<file path="config.mk">
export PLATFORM = sky130hd
export DESIGN_NAME = dma_channel_irq_and_src_reload
export DESIGN_NICKNAME = d
export VERILOG_FILES = /design/src/design/dma_irq_pkg.sv /design/src/design/addr_ctl_if.sv /design/src/design/dma_channel_irq_and_src_reload.sv /design/src/design/src_reload_ctl.sv
export VERILOG_INCLUDE_DIRS = /design/src /design/src/design
export SDC_FILE = /design/constraint.sdc
export NUM_CORES = 1
export LEC_CHECK = 0
export BUFFER_PORTS_ARGS = -buffer_cell sky130_fd_sc_hd__buf_4
export CORE_AREA = 8 8 58 60
export DETAILED_ROUTE_END_ITERATION = 8
export DIE_AREA = 0 0 66 68
export PLACE_DENSITY = 0.72
export SYNTH_ARGS = -nofsm -noshare
export SYNTH_HDL_FRONTEND = slang
export SYNTH_SLANG_ARGS = --single-unit
</file>
<file path="constraint.sdc">
create_clock -name I_CLK_SYS -period 1.6 [get_ports I_CLK_SYS]
set_clock_uncertainty 0.15 [all_clocks]
set_input_delay 0.24 -clock I_CLK_SYS [delete_from_list [all_inputs] [get_ports I_CLK_SYS]]
set_output_delay 0.24 -clock I_CLK_SYS [all_outputs]
set_load 0.05 [all_outputs]
</file>
<file path="src/design/dma_irq_map.svh">
// offsets, field positions, reset values of one dma channel's irq and address control
// assumes byte-wide peripheral register space, channel-relative offsets
`ifndef DMA_IRQ_MAP_SVH
`define DMA_IRQ_MAP_SVH

`define IRQ_CONTROL_OFFSET    4'h1
`define ADDR_CONTROL_OFFSET   4'h2

`define IRQ_CONTROL_RESET     8'h00
`define ADDR_CONTROL_RESET    8'h00

`define ERR_FLAG_BIT          5
`define DONE_FLAG_BIT         4
`define ERR_LEVEL_LSB         2
`define DONE_LEVEL_LSB        0

`define SRC_RELOAD_LSB        6
`define SRC_STEP_LSB          4
`define DEST_FIELDS_LSB       0
`define DEST_FIELDS_WIDTH     4

`endif

</file>
<file path="src/design/dma_irq_pkg.sv">
// types shared by the dma channel irq and source reload logic
// assumes nothing beyond the map header
package dma_irq_pkg;

  typedef logic [1:0] irq_level_t;

  typedef enum logic [1:0] {
    RELOAD_NONE        = 2'h0,
    RELOAD_BLOCK       = 2'h1,
    RELOAD_BURST       = 2'h2,
    RELOAD_TRANSACTION = 2'h3
  } reload_sel_e;

endpackage

</file>
<file path="src/design/addr_ctl_if.sv">
// carrier between channel top and its address control register
// assumes both ends on the same clock
`timescale 1ns/1ps
interface addr_ctl_if;
  import dma_irq_pkg::*;
  logic       wr;
  logic [7:0] wdata;
  logic       busy;
  logic       block_end;
  logic       burst_end;
  logic       trn_done;
  logic [7:0] ctrl;
  logic       src_reload;

  modport ctl  (input wr, wdata, busy, block_end, burst_end, trn_done,
                output ctrl, src_reload);
  modport user (output wr, wdata, busy, block_end, burst_end, trn_done,
                input ctrl, src_reload);
endinterface

</file>
<file path="src/design/dma_channel_irq_and_src_reload.sv">
// one dma channel: error and transaction-done flags, irq levels, address control
// assumes transfer sequencer events are one-cycle pulses on I_CLK_SYS
// no vector-taken input: flags leave only through write-one clears or reset
`timescale 1ns/1ps
`include "dma_irq_map.svh"

// Overview of operation
// RULE1 - error flag survives vector entry, write-one clears
// RULE2 - transaction completion sets done flag, raises irq
// RULE3 - no repeat: block end completes transaction
// RULE4 - unlimited repeat: every block end sets done
// RULE5 - done flag survives vector entry, write-one clears
// RULE6 - error and done share one vector
// RULE7 - error level enables irq, requests while flag
// RULE8 - done level enables irq, requests while flag
// RULE9 - reload select: none, block, burst, transaction
// RULE10 - busy channel ignores reload field writes
// RULE11 - busy channel keeps source step mode
// RULE12 - level zero disables irq, flag still sets
module dma_channel_irq_and_src_reload (
  input  wire logic                   I_CLK_SYS,
  input  wire logic                   I_RESET,
  input  wire logic                   I_CE,
  input  wire logic [3:0]             I_REG_ADDR,
  input  wire logic                   I_REG_WR,
  input  wire logic                   I_REG_RD,
  input  wire logic [7:0]             I_REG_WDATA,
  output logic      [7:0]             O_REG_RDATA,
  input  wire logic                   I_BUSY,
  input  wire logic                   I_BLOCK_END,
  input  wire logic                   I_BURST_END,
  input  wire logic                   I_TRANSACTION_END,
  input  wire logic                   I_REPEAT_EN,
  input  wire logic                   I_REPEAT_UNLIMITED,
  input  wire logic                   I_ERROR,
  output logic                        O_SRC_RELOAD,
  output logic      [7:0]             O_ADDR_CONTROL,
  output logic                        O_IRQ_REQ,
  output dma_irq_pkg::irq_level_t     O_IRQ_LEVEL
);
  import dma_irq_pkg::*;

  logic       err_flag_r;
  logic       done_flag_r;
  logic       err_flag_nxt;
  logic       done_flag_nxt;
  irq_level_t err_lvl_r;
  irq_level_t done_lvl_r;
  irq_level_t err_lvl_nxt;
  irq_level_t done_lvl_nxt;
  logic [7:0] rdata_r;
  logic [7:0] rdata_nxt;
  logic       wr_irq;
  logic       wr_addr;
  logic       clr_err;
  logic       clr_done;
  logic       done_evt;
  logic       err_req;
  logic       done_req;
  logic [7:0] irq_reg;

  addr_ctl_if actl ();

  // one decode for every strobe keeps the read and write maps in step
  function automatic logic reg_hit(input logic [3:0] addr,
                                   input logic [3:0] offset);
    reg_hit = (addr == offset);
  endfunction

  // set beats a same-cycle write-one clear, so no event is ever lost
  function automatic logic flag_next(input logic flag,
                                     input logic set_in,
                                     input logic clr_in);
    flag_next = flag;
    if (set_in) begin
      flag_next = 1'b1;
    end else if (clr_in) begin
      flag_next = 1'b0;
    end
  endfunction

  // limited repeat leaves completion to the sequencer's transaction end
  function automatic logic done_event(input logic trn_end,
                                      input logic blk_end,
                                      input logic rep_en,
                                      input logic rep_unl);
    done_event = trn_end || (blk_end && (!rep_en || rep_unl));
  endfunction

  // a level field of zero masks the request but never the flag
  function automatic logic level_on(input logic       flag,
                                    input irq_level_t lvl);
    level_on = flag && (lvl != 2'h0);
  endfunction

  // shared vector: higher level wins, a tie goes to the error source
  function automatic irq_level_t pick_level(input logic       err_on,
                                            input irq_level_t err_lvl,
                                            input logic       done_on,
                                            input irq_level_t done_lvl);
    pick_level = 2'h0;
    if (err_on && (!done_on || err_lvl >= done_lvl)) begin
      pick_level = err_lvl;
    end else if (done_on) begin
      pick_level = done_lvl;
    end
  endfunction

  // bits 7:6 of the irq control byte read as zero
  function automatic logic [7:0] pack_irq(input logic       err_flag,
                                          input logic       done_flag,
                                          input irq_level_t err_lvl,
                                          input irq_level_t done_lvl);
    pack_irq                       = 8'h00;
    pack_irq[`ERR_FLAG_BIT]        = err_flag;
    pack_irq[`DONE_FLAG_BIT]       = done_flag;
    pack_irq[`ERR_LEVEL_LSB +: 2]  = err_lvl;
    pack_irq[`DONE_LEVEL_LSB +: 2] = done_lvl;
  endfunction

  // unmapped offsets read as zero
  function automatic logic [7:0] read_image(input logic [3:0] addr,
                                            input logic [7:0] irq_byte,
                                            input logic [7:0] ctl_byte);
    read_image = 8'h00;
    if (reg_hit(addr, `IRQ_CONTROL_OFFSET)) begin
      read_image = irq_byte;
    end else if (reg_hit(addr, `ADDR_CONTROL_OFFSET)) begin
      read_image = ctl_byte;
    end
  endfunction

  assign wr_irq   = I_REG_WR && reg_hit(I_REG_ADDR, `IRQ_CONTROL_OFFSET);
  assign wr_addr  = I_REG_WR && reg_hit(I_REG_ADDR, `ADDR_CONTROL_OFFSET);
  assign clr_err  = wr_irq && I_REG_WDATA[`ERR_FLAG_BIT];
  assign clr_done = wr_irq && I_REG_WDATA[`DONE_FLAG_BIT];

  // RULE2 explicit transaction end
  // RULE3 block end without repeat
  // RULE4 block end under unlimited repeat
  assign done_evt = done_event(I_TRANSACTION_END, I_BLOCK_END, I_REPEAT_EN,
                               I_REPEAT_UNLIMITED);

  // RULE1 set wins over write-one clear
  assign err_flag_nxt  = flag_next(err_flag_r, I_ERROR, clr_err);
  // RULE5 write-one clear, set wins
  assign done_flag_nxt = flag_next(done_flag_r, done_evt, clr_done);

  // levels load on every irq control write, even while busy
  assign err_lvl_nxt  = wr_irq ? I_REG_WDATA[`ERR_LEVEL_LSB +: 2] : err_lvl_r;
  assign done_lvl_nxt = wr_irq ? I_REG_WDATA[`DONE_LEVEL_LSB +: 2] : done_lvl_r;

  always_ff @(posedge I_CLK_SYS or posedge I_RESET) begin
    if (I_RESET) begin
      err_flag_r <= 1'b0;
    end else if (I_CE) begin
      err_flag_r <= err_flag_nxt;
    end
  end

  always_ff @(posedge I_CLK_SYS or posedge I_RESET) begin
    if (I_RESET) begin
      done_flag_r <= 1'b0;
    end else if (I_CE) begin
      done_flag_r <= done_flag_nxt;
    end
  end

  always_ff @(posedge I_CLK_SYS or posedge I_RESET) begin
    if (I_RESET) begin
      err_lvl_r <= irq_level_t'(`IRQ_CONTROL_RESET >> `ERR_LEVEL_LSB);
    end else if (I_CE) begin
      err_lvl_r <= err_lvl_nxt;
    end
  end

  always_ff @(posedge I_CLK_SYS or posedge I_RESET) begin
    if (I_RESET) begin
      done_lvl_r <= irq_level_t'(`IRQ_CONTROL_RESET >> `DONE_LEVEL_LSB);
    end else if (I_CE) begin
      done_lvl_r <= done_lvl_nxt;
    end
  end

  // RULE7 error request while flagged
  // RULE12 zero level masks request
  assign err_req  = level_on(err_flag_r, err_lvl_r);
  // RULE8 done request while flagged
  assign done_req = level_on(done_flag_r, done_lvl_r);

  // RULE6 one shared vector, higher level wins
  assign O_IRQ_REQ   = err_req || done_req;
  assign O_IRQ_LEVEL = pick_level(err_req, err_lvl_r, done_req, done_lvl_r);

  assign irq_reg = pack_irq(err_flag_r, done_flag_r, err_lvl_r, done_lvl_r);

  assign rdata_nxt = read_image(I_REG_ADDR, irq_reg, actl.ctrl);

  always_ff @(posedge I_CLK_SYS or posedge I_RESET) begin
    if (I_RESET) begin
      rdata_r <= 8'h00;
    end else if (I_CE && I_REG_RD) begin
      rdata_r <= rdata_nxt;
    end
  end

  assign actl.wr        = wr_addr;
  assign actl.wdata     = I_REG_WDATA;
  assign actl.busy      = I_BUSY;
  assign actl.block_end = I_BLOCK_END;
  assign actl.burst_end = I_BURST_END;
  assign actl.trn_done  = done_evt;

  src_reload_ctl u_addr_ctl (
    .I_CLK_SYS (I_CLK_SYS),
    .I_RESET   (I_RESET),
    .i_ce      (I_CE),
    .bus       (actl)
  );

  assign O_REG_RDATA    = rdata_r;
  assign O_SRC_RELOAD   = actl.src_reload;
  assign O_ADDR_CONTROL = actl.ctrl;
endmodule

</file>
<file path="src/design/src_reload_ctl.sv">
// channel address control register with busy write protection and reload strobe
// assumes event inputs are one-cycle pulses on the same clock
`timescale 1ns/1ps
`include "dma_irq_map.svh"
module src_reload_ctl (
  input  wire logic   I_CLK_SYS,
  input  wire logic   I_RESET,
  input  wire logic   i_ce,
  addr_ctl_if.ctl     bus
);
  import dma_irq_pkg::*;

  logic [7:0]  ctrl_r;
  logic        reload_r;
  reload_sel_e sel;

  assign sel        = reload_sel_e'(ctrl_r[`SRC_RELOAD_LSB +: 2]);
  assign bus.ctrl   = ctrl_r;
  assign bus.src_reload = reload_r;

  always_ff @(posedge I_CLK_SYS or posedge I_RESET) begin
    if (I_RESET) begin
      ctrl_r <= `ADDR_CONTROL_RESET;
    end else if (i_ce && bus.wr) begin
      ctrl_r[`DEST_FIELDS_LSB +: `DEST_FIELDS_WIDTH] <=
        bus.wdata[`DEST_FIELDS_LSB +: `DEST_FIELDS_WIDTH];
      // RULE10 busy blocks reload write
      // RULE11 busy freezes step mode
      if (!bus.busy) begin
        ctrl_r[`SRC_RELOAD_LSB +: 2] <= bus.wdata[`SRC_RELOAD_LSB +: 2];
        ctrl_r[`SRC_STEP_LSB +: 2]   <= bus.wdata[`SRC_STEP_LSB +: 2];
      end
    end
  end

  // RULE9 reload point select
  always_ff @(posedge I_CLK_SYS or posedge I_RESET) begin
    if (I_RESET) begin
      reload_r <= 1'b0;
    end else if (i_ce) begin
      case (sel)
        RELOAD_NONE:        reload_r <= 1'b0;
        RELOAD_BLOCK:       reload_r <= bus.block_end;
        RELOAD_BURST:       reload_r <= bus.burst_end;
        RELOAD_TRANSACTION: reload_r <= bus.trn_done;
        default:            reload_r <= 1'b0;
      endcase
    end
  end
endmodule

</file>
Word level (Yosys, flattened, before mapping)

Cells that the tools add are included.

Bitwise logic cells: 1
Eq/ne operators: 5
Multiplexer cells: 9
Order comparisons: 1
Reductions and logical operators: 25

Operators by type and width:

| kind                                                            | count |
|---|---|
| 8-bit 2-to-1 mux                                                | 2 |
| 1-bit logical AND                                               | 10 |
| 2-bit AND reduction                                             | 4 |
| 2-bit nonzero test                                              | 4 |
| 2-bit == test, second input constant                            | 2 |
| 4-bit by 1-bit == test with 1-bit output, second input constant | 1 |
| 4-bit by 2-bit == test with 1-bit output, second input constant | 1 |
| 1-bit logical OR                                                | 4 |
| 1-bit 2-to-1 mux                                                | 4 |
| 2-bit 2-to-1 mux                                                | 2 |
| 1-bit one-hot mux with 4 select lines                           | 1 |
| 2-bit by 1-bit == test with 1-bit output, second input constant | 1 |
| 2-bit greater-or-equal comparator                               | 1 |
| 1-bit logical NOT                                               | 2 |
| 2-bit logical NOT                                               | 1 |
| 1-bit NOT                                                       | 1 |

Word-level logic and storage cells: 49
Input bits: 24
Flip-flop bits (word level): 23

Logic depth before layout (Yosys ltp)

Gate-level depths: netlist (run 1).

Depth after elaboration: 6
Depth in mapped cells: 6
Depth with buffers taken out: 6

Modules after synthesis

Synthesis (run 1) repeated with hierarchy kept, for this count alone.

Cells, all modules: 101
Area, all modules: 1108.6 sq um

Modules (own cells, without submodules):

| module                         | area each (sq um) | cells each | times used |
|---|---|---|---|
| dma_channel_irq_and_src_reload | 718.2             | 75         | 1 |
| src_reload_ctl                 | 390.4             | 26         | 1 |

Worst setup path before layout (run 1)

No wires, ideal clock.

Path kind: flip-flop to output port
Start: reg done_lvl_r[0]
End: out O_IRQ_LEVEL[0]
Path slack: -0.654 ns
Data arrival time: 1.864 ns
Cell stages (with the launch flop): 5
Cell sequence: dfrtp_1 -> ha_1 -> o21ai_0 -> a21oi_1 -> mux2i_1

Word-level cells in the longest chain between the ends: 6
Elaborated cells on any way between the ends: 8
Those cells by class: order compare: 1; mux: 2; reduce/logical: 5

RTL lines:

| item                     | line                                  | RTL |
|---|---|---|
| start: declaration       | dma_channel_irq_and_src_reload.sv:48  | `irq_level_t done_lvl_r;` |
| start signal: assignment | dma_channel_irq_and_src_reload.sv:179 | `` done_lvl_r <= irq_level_t'(`IRQ_CONTROL_RESET >> `DONE_LEVEL_LSB); `` |
| start signal: assignment | dma_channel_irq_and_src_reload.sv:181 | `done_lvl_r <= done_lvl_nxt;` |
| 2-bit nonzero test       | dma_channel_irq_and_src_reload.sv:93  | `level_on = flag && (lvl != 2'h0);` |
| 1-bit logical AND        | dma_channel_irq_and_src_reload.sv:93  |  |
| 1-bit logical NOT        | dma_channel_irq_and_src_reload.sv:102 | `if (err_on && (!done_on \|\| err_lvl >= done_lvl)) begin` |
| 1-bit logical OR         | dma_channel_irq_and_src_reload.sv:102 |  |
| 1-bit logical AND        | dma_channel_irq_and_src_reload.sv:102 |  |
| 2-bit 2-to-1 mux (*)     | dma_channel_irq_and_src_reload.sv:102 |  |
| end: declaration         | dma_channel_irq_and_src_reload.sv:39  | `output dma_irq_pkg::irq_level_t O_IRQ_LEVEL` |

Mark *: on every way between the ends. The rest lies on a longest branch, timed or not.

Worst setup path in the final report (run 1)

Same ends and word-level chain as after synthesis.

==> summary.md, run 1 <==
| Metric | Value |
|---|---|
| Clk_lat worst skew | `0.30 ns` |
| Period utilisation layout | `136%` |
| Worst vdd ir | `around 0.76 mV` |
| Routed via count | `a little over 1000` |
| Die Wd | `66 um` |
| Fraction of layout cells with a size suffix above 1 | `between 40% and 50%` |
| Top-area cell type share of the netlist area | `52.4%` |
| Slew @ Worst Pin | `a little under 0.4 ns` |
| Die height | `68 um` |
| Max stage delay on crit path | `0.48 ns` |
| Fin. max-slew vios | `0` |
| Total power | `roughly 1900 uW` |
| Post-Syn Area | `1100 um^2` |
| Crit path cell chain | `ha_4 -> o21ai_2 -> a21oi_4 -> mux2i_4 -> buf_6` |
| Critical path type | `flip-flop to output pin` |
| IO buf count | `43` |
| Drt total wl | `roughly 3000 um` |
| Placement Cell Area | `around 1600 um^2` |
| Post-synthesis register bit count | `23` |
| IO Pins | `44` |
| Core Region | `about 2600 um^2` |
| Arrival time worst endpoint | `1.78 ns` |
| HPWL after detailed placement | `roughly 2300 um` |
| P&R area growth vs syn | `54.1%` |
| Power per cell area | `1100 nW/um^2` |
| Status | `finished, violations left` |
| DR pass1 iterations | `4` |
| Ant diodes | `0` |
| H-tree depth | `1` |
| Total GRT Usage | `13.3%` |
| GRT Residual Overflow | `0` |
| CTS tree | `done` |
| Dominant cells by area after synthesis | `dfrtp_1 (52%), nand2_1 (6.8%), o21ai_0 (6.4%)` |
| Cells after Synth | `104` |
| Vias in the first global route | `between 1000 and 1500` |
| Achievable Freq | `461 MHz` |
| GP Congestion | `around 0.8` |
| Post-synth top area cell | `dfrtp_1` |
| DRC | `0` |
| Fin crit period | `2.17 ns` |
| Leakage | `0.000817 uW` |
| Startpoint Class | `flip-flop` |
| Initial Util | `42.8%` |
| Die area | `4490 um^2` |
| Post-Route Setup TNS | `-1.26 ns` |
| Initial antenna violation count | `0` |
| CP Capture Type | `output pin` |
| RSZ-0062 raised after global routing | `true` |
| Yosys warning count | `0` |
| Final Core Density | `65.9%` |
| Sequential cell area fraction in the yosys report | `52.4%` |
| Row cnt | `19` |
| WP data required | `1.21 ns` |
| Fin worst setup slack | `-0.568 ns` |
| Critical Path Slowest Stage Cell | `dfrtp_2` |
| Initial DRC count | `55` |
| Syn Area/Cell | `10.6 um^2` |
| Final setup vio count | `3` |
| Root buffer cell | `clkbuf_4` |
| Rel. slew slack | `73.6%` |
| Pin count of the biggest net entering global routing | `24` |
| Most common cell after layout, fill and taps aside | `buf_4` |
| CTS sink count | `23` |
| First-pass GRT wire length | `4810 um` |
| Worst min path class | `primary input to flip-flop` |
| Post-layout instance area | `1690 um^2` |
| WL per Instance | `15.6 um` |
| MaxCap Viol Count | `0` |
| Remaining antenna violation count | `0` |
| Clock-pin slew of the registers on the worst-case setup and hold paths | `around 0.13 ns` |
| Fin nets | `192` |
| Synth cell types | `28` |
| WHS | `0.00254 ns` |
| CP max FO | `3` |
| Via density | `~5` |
| Syn nets | `between 100 and 150` |
| Inserted Clock Buffers | `3` |
| Max Root-Sink Buffers | `2` |
| Most frequent cells in the layout | `buf_4 (53), dfrtp_1 (22), nand2_1 (20)` |
| Final Hold Vio Count | `0` |
| Violated checks | `negative setup slack` |
synth_stat cells, drive strengths merged:
cell      n
a211o     1
a21oi     3
a22o      1
a22oi     6
and2      2
and4      1
buf       3
clkbuf    1
dfrtp    23
ha        2
inv       6
mux2      9
mux2i     2
nand2    20
nand2b    1
nand4     1
nor2      3
nor2b     2
nor3      1
o211ai    1
o21ai    14
o2bb2ai   1
through the flow:
stage                     worst slack [ns]  std cells
after detailed placement            -0.272        184
after CTS                           -0.580        193
final                               -0.568        196
after global routing                -0.625        196
after global placement              -0.222        184
after floorplan                     -0.215        104
timing repair:
action | CTS | global route
endpoints found under the hold margin | 25 | 2
hold buffers | 3 | 2
pin swaps | 1 | 1
resized for setup | 2 | 5
buffers inserted | 2 | 1
endpoints found under the setup margin | 3 | 3
cell type report:
| class | instances | area (um^2) |
|---|---|---|
| multi-input combinational | 71 | 546 |
| inverter | 6 | 22.5 |
| timing repair buffer | 61 | 482 |
| clock buffer | 3 | 22.5 |
| tap | 31 | 38.8 |
| clock inverter | 1 | 5.00 |
| fill | 215 | 875 |
| sequential | 23 | 577 |
metal layers:
layer,GRT usage [%],part of all wire [%],vias up,wire (um)
met4,3.73,0.82,0,25
li1,-,-,483,-
met1,16.7,41,490,1250
met3,1.47,5.6,2,172
met5,0,0,-,0
met2,23.8,53,34,1610
cell families after synthesis:
logic type / Yosys count / share of synthesized area [%]
adder cells (fa/ha/maj): 2 / 2.28
AO/OA/AOI/OAI: 27 / 14.9
buffers and inverters: 10 / 3.99
flip-flops: 23 / 52.4
multiplexers: 11 / 11.4
AND/OR/NAND/NOR: 31 / 15.0
power breakdown:
part	total [uW]	internal (uW)	leakage [uW]	switching [uW]
Sequential	716	651	0.000291	64.8
Clock	272	93.1	0.0000177	179
Combinational	868	371	0.000508	497
Total	1860	1120	0.000817	740
critical path: cells and delay by family (launching register included):
family | cells | cell delay, ns
mux | 1 | 0.27
buf+inv | 1 | 0.18
fa+ha+maj | 1 | 0.28
compound gates | 2 | 0.27
flops | 1 | 0.48
state kept, by name (all words and copies together), names as in the netlist:
signal                     cells
done_flag_r                    1
u_addr_ctl.bus.ctrl            8
err_flag_r                     1
err_lvl_r                      2
done_lvl_r                     2
u_addr_ctl.bus.src_reload      1
O_REG_RDATA                    8
final timing paths:
path | to | cells past startpoint | slack [ns] | start
min reg2reg | O_REG_RDATA[1]$_DFFE_PP0P_ | 2 | 0.35 | O_REG_RDATA[1]$_DFFE_PP0P_
max | O_IRQ_LEVEL[0] | 5 | -0.57 | done_lvl_r[0]$_DFFE_PP0P_
min | err_lvl_r[1]$_DFFE_PP0P_ | 3 | 0.003 | I_REG_WDATA[3]
min in group asynchronous | O_REG_RDATA[7]$_DFFE_PP0P_ | 4 | 0.36 | I_RESET
max in group asynchronous | done_lvl_r[0]$_DFFE_PP0P_ | 4 | 0.68 | I_RESET
max reg2reg | u_addr_ctl.bus.src_reload$_DFFE_PP0P_ | 3 | 0.33 | u_addr_ctl.bus.ctrl[6]$_DFFE_PP0P_
Note: power is estimated with default switching activity, not from simulation.
==> run 2, diff against run 1 <==
ABC_AREA = 1   (was default)
CORE_AREA = 8 8 59 61   (was 8 8 58 60)
DIE_AREA = 0 0 67 69   (was 0 0 66 68)
PLACE_DENSITY = 0.73   (was 0.72)
SETUP_SLACK_MARGIN = 0.3   (was default)
==> run 2 against run 1 <==
The run still ends with negative setup slack left. Area after synthesis increased by 8.5%. Largest cell class is now buffers. Register-to-register slack got worse by 0.16 ns. Via count increased by 31%. Final cell count increased by 39%. Clock-buffer cell count unchanged. Wire length increased by 21%. Global-route usage increased by 2.5 points.
==> summary.md, run 2 <==
| Metric | Value |
|---|---|
| Status | `finished, violations left` |
| Violated checks | `negative setup slack` |
| Core Region | `between 2000 and 3000 um^2` |
| Crit path cell chain | `inv_2 -> ha_4 -> o21ai_2 -> nand3_2 -> nand2_2 -> nand2_2 -> nand2_4 -> buf_8` |
| Dominant cells by area after synthesis | `dfrtp_1 (48%), nand2_1 (25%), inv_1 (5.4%)` |
| Fin crit period | `2.03 ns` |
| Cell family with most CP delay | `flip-flops` |
| Slew @ Worst Pin | `0.298 ns` |
| CP max FO | `3` |
| Remaining antenna violation count | `0` |
| Arrival time worst endpoint | `~1.6 ns` |
| Top FF cell, synth | `dfrtp_1` |
| Yosys warning count | `0` |
| Power per cell area | `1030 nW/um^2` |
| Initial Util | `45.6%` |
| Hold-critical path depth | `3` |
| Buffers and inverters on the worst path | `2` |
| Fin. max-slew vios | `0` |
| CTS tree | `done` |
| CTS sink count | `23` |
| Clock power share | `13.2%` |
| Clk_lat worst skew | `0.32 ns` |
| Fraction of layout cells with a size suffix above 1 | `about two fifths` |
| Share of synthesized registers carrying an async set or reset | `100%` |
| Critical path type | `flip-flop to output pin` |
| Die area | `~4600 um^2` |
| Post-synth top area cell | `dfrtp_1` |
| Via density | `4.83` |
| Final setup vio count | `3` |
| GRT Residual Overflow | `0` |
| Switching Fraction | `between 40% and 50%` |
| R2R setup slack | `0.17 ns` |
| Hold Startpoint | `I_CE` |
| RR Startpoint | `err_lvl_r[1]$_DFFE_PP0P_` |
| Psw | `865 uW` |
| P&R area growth vs syn | `72.1%` |
| IO Pins | `44` |
| Most frequent CP cell | `nand2_2` |
| Max stage delay on crit path | `about 0.42 ns` |
| Most common cell after layout, fill and taps aside | `nand2_1` |
| Reg power frac | `33.6%` |
| Critical Path Slowest Stage Cell | `dfrtp_1` |
| Commonest cells in the netlist | `nand2_1 (78), dfrtp_1 (23), inv_1 (17), nand3_1 (7), o21ai_1 (7)` |
| Die Wd | `67 um` |
| Clock-pin slew of the registers on the worst-case setup and hold paths | `0.13 ns` |
| WL per Instance | `13.6 um` |
| Root buffer cell | `clkbuf_4` |
| IO buf count | `43` |
| DRC | `0` |
| Initial antenna violation count | `0` |
| Worst min path class | `primary input to flip-flop` |
| CP Capture Type | `output pin` |
| Die height | `69 um` |
| Rel. slew slack | `between 80% and 90%` |
| Leakage | `approximately 0.0011 uW` |
| Fin worst setup slack | `-0.434 ns` |
| Number of cells on the critical path | `8` |
| Internal power | `between 1000 and 1500 uW` |
| Pin count of the biggest net entering global routing | `24` |
| Total GRT Usage | `~16%` |
| Post-Syn Area | `~1200 um^2` |
| Total power | `about 2100 uW` |
| Post-synthesis register bit count | `23` |
| Inserted Clock Buffers | `3` |
| MaxCap Viol Count | `0` |
| WP data required | `about 1.2 ns` |
| Startpoint Class | `flip-flop` |
| Combinational power share | `53.3%` |
| Synth cell types | `17` |
| RSZ-0062 raised after global routing | `true` |
| Hold EP | `err_flag_r$_DFFE_PP0P_` |
| Top-area cell type share of the netlist area | `48.3%` |
| First-pass GRT wire length | `5970 um` |
| HPWL after detailed placement | `2520 um` |
| Syn nets | `186` |
| EDFF count, synth | `0` |
| Achievable Freq | `about 490 MHz` |
| RR Endpoint | `O_REG_RDATA[3]$_DFFE_PP0P_` |
| Worst vdd ir | `1.16 mV` |
| Initial DRC count | `51` |
| Row cnt | `19` |
| Cells after Synth | `160` |
| Ant diodes | `0` |
| Sequential cell area fraction in the yosys report | `48.3%` |
| H-tree depth | `1` |
| Fin nets | `~270` |
| Period utilisation layout | `127%` |
| Routed via count | `1319` |
| Final Hold Vio Count | `0` |
| Fill count | `192` |
| Drt total wl | `~3700 um` |
| DR pass1 iterations | `4` |
| Worst slack, placed | `-0.143 ns` |
| Syn Area/Cell | `approximately 7.5 um^2` |
| Most frequent cells in the layout | `nand2_1 (73), buf_4 (44), dfrtp_1 (22)` |
| Vias in the first global route | `1351` |
| Top-count cell post-synth | `nand2_1` |
| Max Root-Sink Buffers | `2` |
| Reg2reg path depth | `9` |
| GP Congestion | `0.919` |
[run 2: cell count changes after synthesis, sizes merged, moves of 2 or more]
cell / previous run / this run
a22oi: 6 / 0
buf: 3 / 0
mux2: 9 / 0
nor2: 3 / 8
nor2b: 2 / 0
mux2i: 2 / 0
and2: 2 / 0
nand2: 20 / 84
inv: 6 / 21
o21ai: 14 / 11
nand3: 0 / 7
[run 2: power by group through the flow]
stage                     registers [uW]  logic, uW  clock network, uW
after floorplan                      856        373                  0
after detailed placement             717        798                  0
final                                706       1120                277
after global placement               711        776                  0
after CTS                            700       1020                280
after global routing                 713       1190                310
[run 2: logic make-up after synthesis]
| logic type | count (synthesis) | share of synthesized area (%) |
|---|---|---|
| compound gates | 14 | 6.09 |
| flops | 23 | 48.3 |
| buf+inv | 21 | 6.82 |
| simple gates | 100 | 36.7 |
| fa+ha+maj | 2 | 2.10 |
[run 2: tightest hold or removal path: cells and delay by family]
family	cells	cell delay, ns
buffers and inverters	1	0.12
AND/OR/NAND/NOR	2	0.10
[run 2: timing repair]
item / in CTS / in global routing
endpoints found under the setup margin: 19 / 22
gates resized for setup: 31 / 9
buffers inserted: 12 / 7
hold buffers: 9 / 1
pin swaps: 7 / 2
endpoints found under the hold margin: 32 / 1
[run 2: cell type report]
class | count | area, um^2 | share of cell area, %
clock buffer | 3 | 22.5 | 1.10
clock inverter | 1 | 5.00 | 0.244
inverter | 21 | 83.8 | 4.09
multi-input combinational | 116 | 609 | 29.7
sequential | 23 | 577 | 28.1
tap | 31 | 38.8 | 1.89
timing repair buffer | 78 | 716 | 34.9
[run 2: worst max path at each step]
stage,from,to
floorplan,err_lvl_r[0]$_DFFE_PP0P_,O_IRQ_LEVEL[0]
global placement,done_lvl_r[0]$_DFFE_PP0P_,O_IRQ_LEVEL[0]
detailed placement,err_lvl_r[0]$_DFFE_PP0P_,O_IRQ_LEVEL[0]
CTS,err_lvl_r[0]$_DFFE_PP0P_,O_IRQ_LEVEL[0]
global route,done_lvl_r[0]$_DFFE_PP0P_,O_IRQ_LEVEL[0]
finish,err_lvl_r[0]$_DFFE_PP0P_,O_IRQ_LEVEL[0]
[run 2: stage by stage]
| step | setup TNS, ns | hold slack (ns) | instance area, um^2 | utilization (%) | std cells |
|---|---|---|---|---|---|
| 5_1_grt | -1.50 | 0.0143 | 2050 | 78.5 | 273 |
| 3_5_place_dp | -0.280 | 0.153 | 1630 | 62.4 | 240 |
| 2_1_floorplan | 0 | 0.0919 | 1220 | - | 160 |
| 4_1_cts | -1.14 | 0.000973 | 1950 | 74.5 | 265 |
| 3_3_place_gp | -0.147 | 0.153 | 1630 | 62.4 | 240 |
| 6_report | -1.29 | 0.0226 | 2050 | 78.5 | 273 |
[run 2: routing by layer]
metal | routed length (um) | share of wire (%) | up-vias | GRT usage, %
li1 | - | - | 655 | -
met1 | 1460 | 39 | 615 | 18.1
met2 | 2020 | 54 | 41 | 28.0
met3 | 162 | 4.4 | 8 | 2.58
met4 | 64 | 1.7 | 0 | 5.81
met5 | 0 | 0 | - | 0
==> run 3, diff against run 2 <==
CTS_CLUSTER_DIAMETER = 50   (was default)
SETUP_SLACK_MARGIN = 0.5   (was 0.3)
==> run 3 against run 2 <==
Non-clock buffer count grew 3. Global-route usage grew 0.38 points. Via count grew 1.1%. Maximum frequency grew 0.55%. Critical path depth shrank 1. Sequential power is essentially flat. The flow still finishes with violations (negative setup slack). Die area is the same.
==> summary.md, run 3 (synthesis gave the netlist of run 2 again) <==
| Metric | Value |
|---|---|
| Total power | `~2200 uW` |
| Initial Util | `45.6%` |
| GRT Residual Overflow | `0` |
| Violated checks | `negative setup slack` |
| Most frequent cells in the layout | `nand2_1 (69), buf_4 (42), buf_6 (24)` |
| WL per Instance | `14.4 um` |
| Clock-pin slew of the registers on the worst-case setup and hold paths | `about 0.13 ns` |
| IO Pins | `44` |
| Die height | `69 um` |
| CP max FO | `3` |
| Achievable Freq | `494 MHz` |
| Root buffer cell | `clkbuf_4` |
| Worst vdd ir | `about 0.9 mV` |
| CTS tree | `done` |
| Fin crit period | `2.02 ns` |
| Leakage | `0.00117 uW` |
| RSZ-0062 raised after global routing | `true` |
| Power per cell area | `1010 nW/um^2` |
| Placement Cell Area | `1650 um^2` |
| WP data required | `1.21 ns` |
| Startpoint Class | `flip-flop` |
| Via density | `slightly below 5` |
| Clk_lat worst skew | `0.32 ns` |
| Fraction of layout cells with a size suffix above 1 | `46.1%` |
| GP Congestion | `0.871` |
| Placed insts | `240` |
| Remaining antenna violation count | `0` |
| Inserted Clock Buffers | `3` |
| Critical path type | `flip-flop to output pin` |
| Core Region | `2620 um^2` |
| Pin count of the biggest net entering global routing | `24` |
| DR pass1 iterations | `4` |
| Die Wd | `about 67 um` |
| Routed via count | `1333` |
| Final Hold Vio Count | `0` |
| Non-Filler Instances | `276` |
| Most common cell after layout, fill and taps aside | `nand2_1` |
| IO buf count | `43` |
| P&R area growth vs syn | `79.4%` |
| Row cnt | `19` |
| Die area | `4620 um^2` |
| Fin nets | `272` |
| Post-layout instance area | `2140 um^2` |
| Period utilisation layout | `126%` |
| Initial DRC count | `89` |
| Initial antenna violation count | `0` |
| Rel. slew slack | `80.3%` |
| H-tree depth | `1` |
| Fin. max-slew vios | `0` |
| Drt total wl | `a little under 4000 um` |
| WHS | `roughly 0.022 ns` |
| DRC | `0` |
| Worst min path class | `primary input to flip-flop` |
| Fin worst setup slack | `-0.423 ns` |
| CTS sink count | `23` |
| CP Capture Type | `output pin` |
| Total GRT Usage | `16.2%` |
| Arrival time worst endpoint | `between 1.5 and 2 ns` |
| MaxCap Viol Count | `0` |
| Status | `finished, violations left` |
| Slew @ Worst Pin | `0.295 ns` |
| HPWL after detailed placement | `between 2000 and 3000 um` |
| Final setup vio count | `3` |
| First-pass GRT wire length | `6100 um` |
| Max Root-Sink Buffers | `2` |
| Vias in the first global route | `1356` |
| Ant diodes | `0` |
run 3: cell count changes in the layout (fill, tap and decap cells not counted), moves of 2 or more:
| cell | previous run | this run |
|---|---|---|
| nor2_1 | 5 | 2 |
| buf_6 | 20 | 24 |
| nor2_2 | 0 | 3 |
| nand2_2 | 8 | 11 |
| nand2_1 | 73 | 69 |
| buf_4 | 44 | 42 |
run 3: critical path, stage by stage, from the launching register on:
cell	delay [ns]
dfrtp_1	0.42
ha_1	0.34
o21ai_4	0.07
nand3_2	0.11
nand2_2	0.10
nand2_2	0.07
nand2_4	0.07
buf_8	0.14
run 3: metrics by stage:
step | worst slack [ns] | util [%] | setup TNS [ns]
2_1_floorplan | 0.0265 | - | 0
3_3_place_gp | -0.0748 | 63.0 | -0.146
3_5_place_dp | -0.151 | 63.0 | -0.299
4_1_cts | -0.389 | 75.9 | -1.10
5_1_grt | -0.492 | 81.8 | -1.39
6_report | -0.423 | 81.8 | -1.19
run 3: cell type report:
cell class | instances | area [um^2]
Sequential cell | 23 | 578
Multi-Input combinational cell | 116 | 649
Clock buffer | 4 | 26.3
Inverter | 21 | 86.3
Fill cell | 161 | 475
Timing Repair Buffer | 81 | 761
Tap cell | 31 | 38.8
run 3: per-layer routing:
metal  vias to the layer above  routed length [um]  global-route usage, %
met1                       618                1540                   19.2
met3                         8                 256                   3.07
met4                         0                  80                   4.88
met5                         -                   0                      0
li1                        660                   -                      -
met2                        47                2100                   28.2
run 3: worst paths after layout:
| path | cells after the start | endpoint | slack (ns) | startpoint |
|---|---|---|---|---|
| min in group asynchronous | 4 | O_REG_RDATA[1]$_DFFE_PP0P_ | 0.35 | I_RESET |
| min | 4 | u_addr_ctl.bus.ctrl[7]$_DFFE_PP0P_ | 0.02 | I_BUSY |
| max reg2reg | 7 | u_addr_ctl.bus.src_reload$_DFFE_PP0P_ | 0.32 | u_addr_ctl.bus.ctrl[7]$_DFFE_PP0P_ |
| max in group asynchronous | 4 | u_addr_ctl.bus.ctrl[7]$_DFFE_PP0P_ | 0.70 | I_RESET |
| min reg2reg | 2 | O_REG_RDATA[5]$_DFFE_PP0P_ | 0.38 | O_REG_RDATA[5]$_DFFE_PP0P_ |
| max | 7 | O_IRQ_LEVEL[1] | -0.42 | err_lvl_r[1]$_DFFE_PP0P_ |
run 3: repair_timing:
item	in CTS	in global routing
buffers inserted	12	10
gates resized for setup	34	21
hold buffers	10	0
endpoints found under the setup margin	22	27
hold endpoints to repair	34	0
pin swaps	4	6
run 3: report_power, final:
group,leakage (uW),internal (uW),switching (uW)
clock,0.0000150,97.6,186
sequential,0.000288,649,57.5
combinational,0.000868,529,645
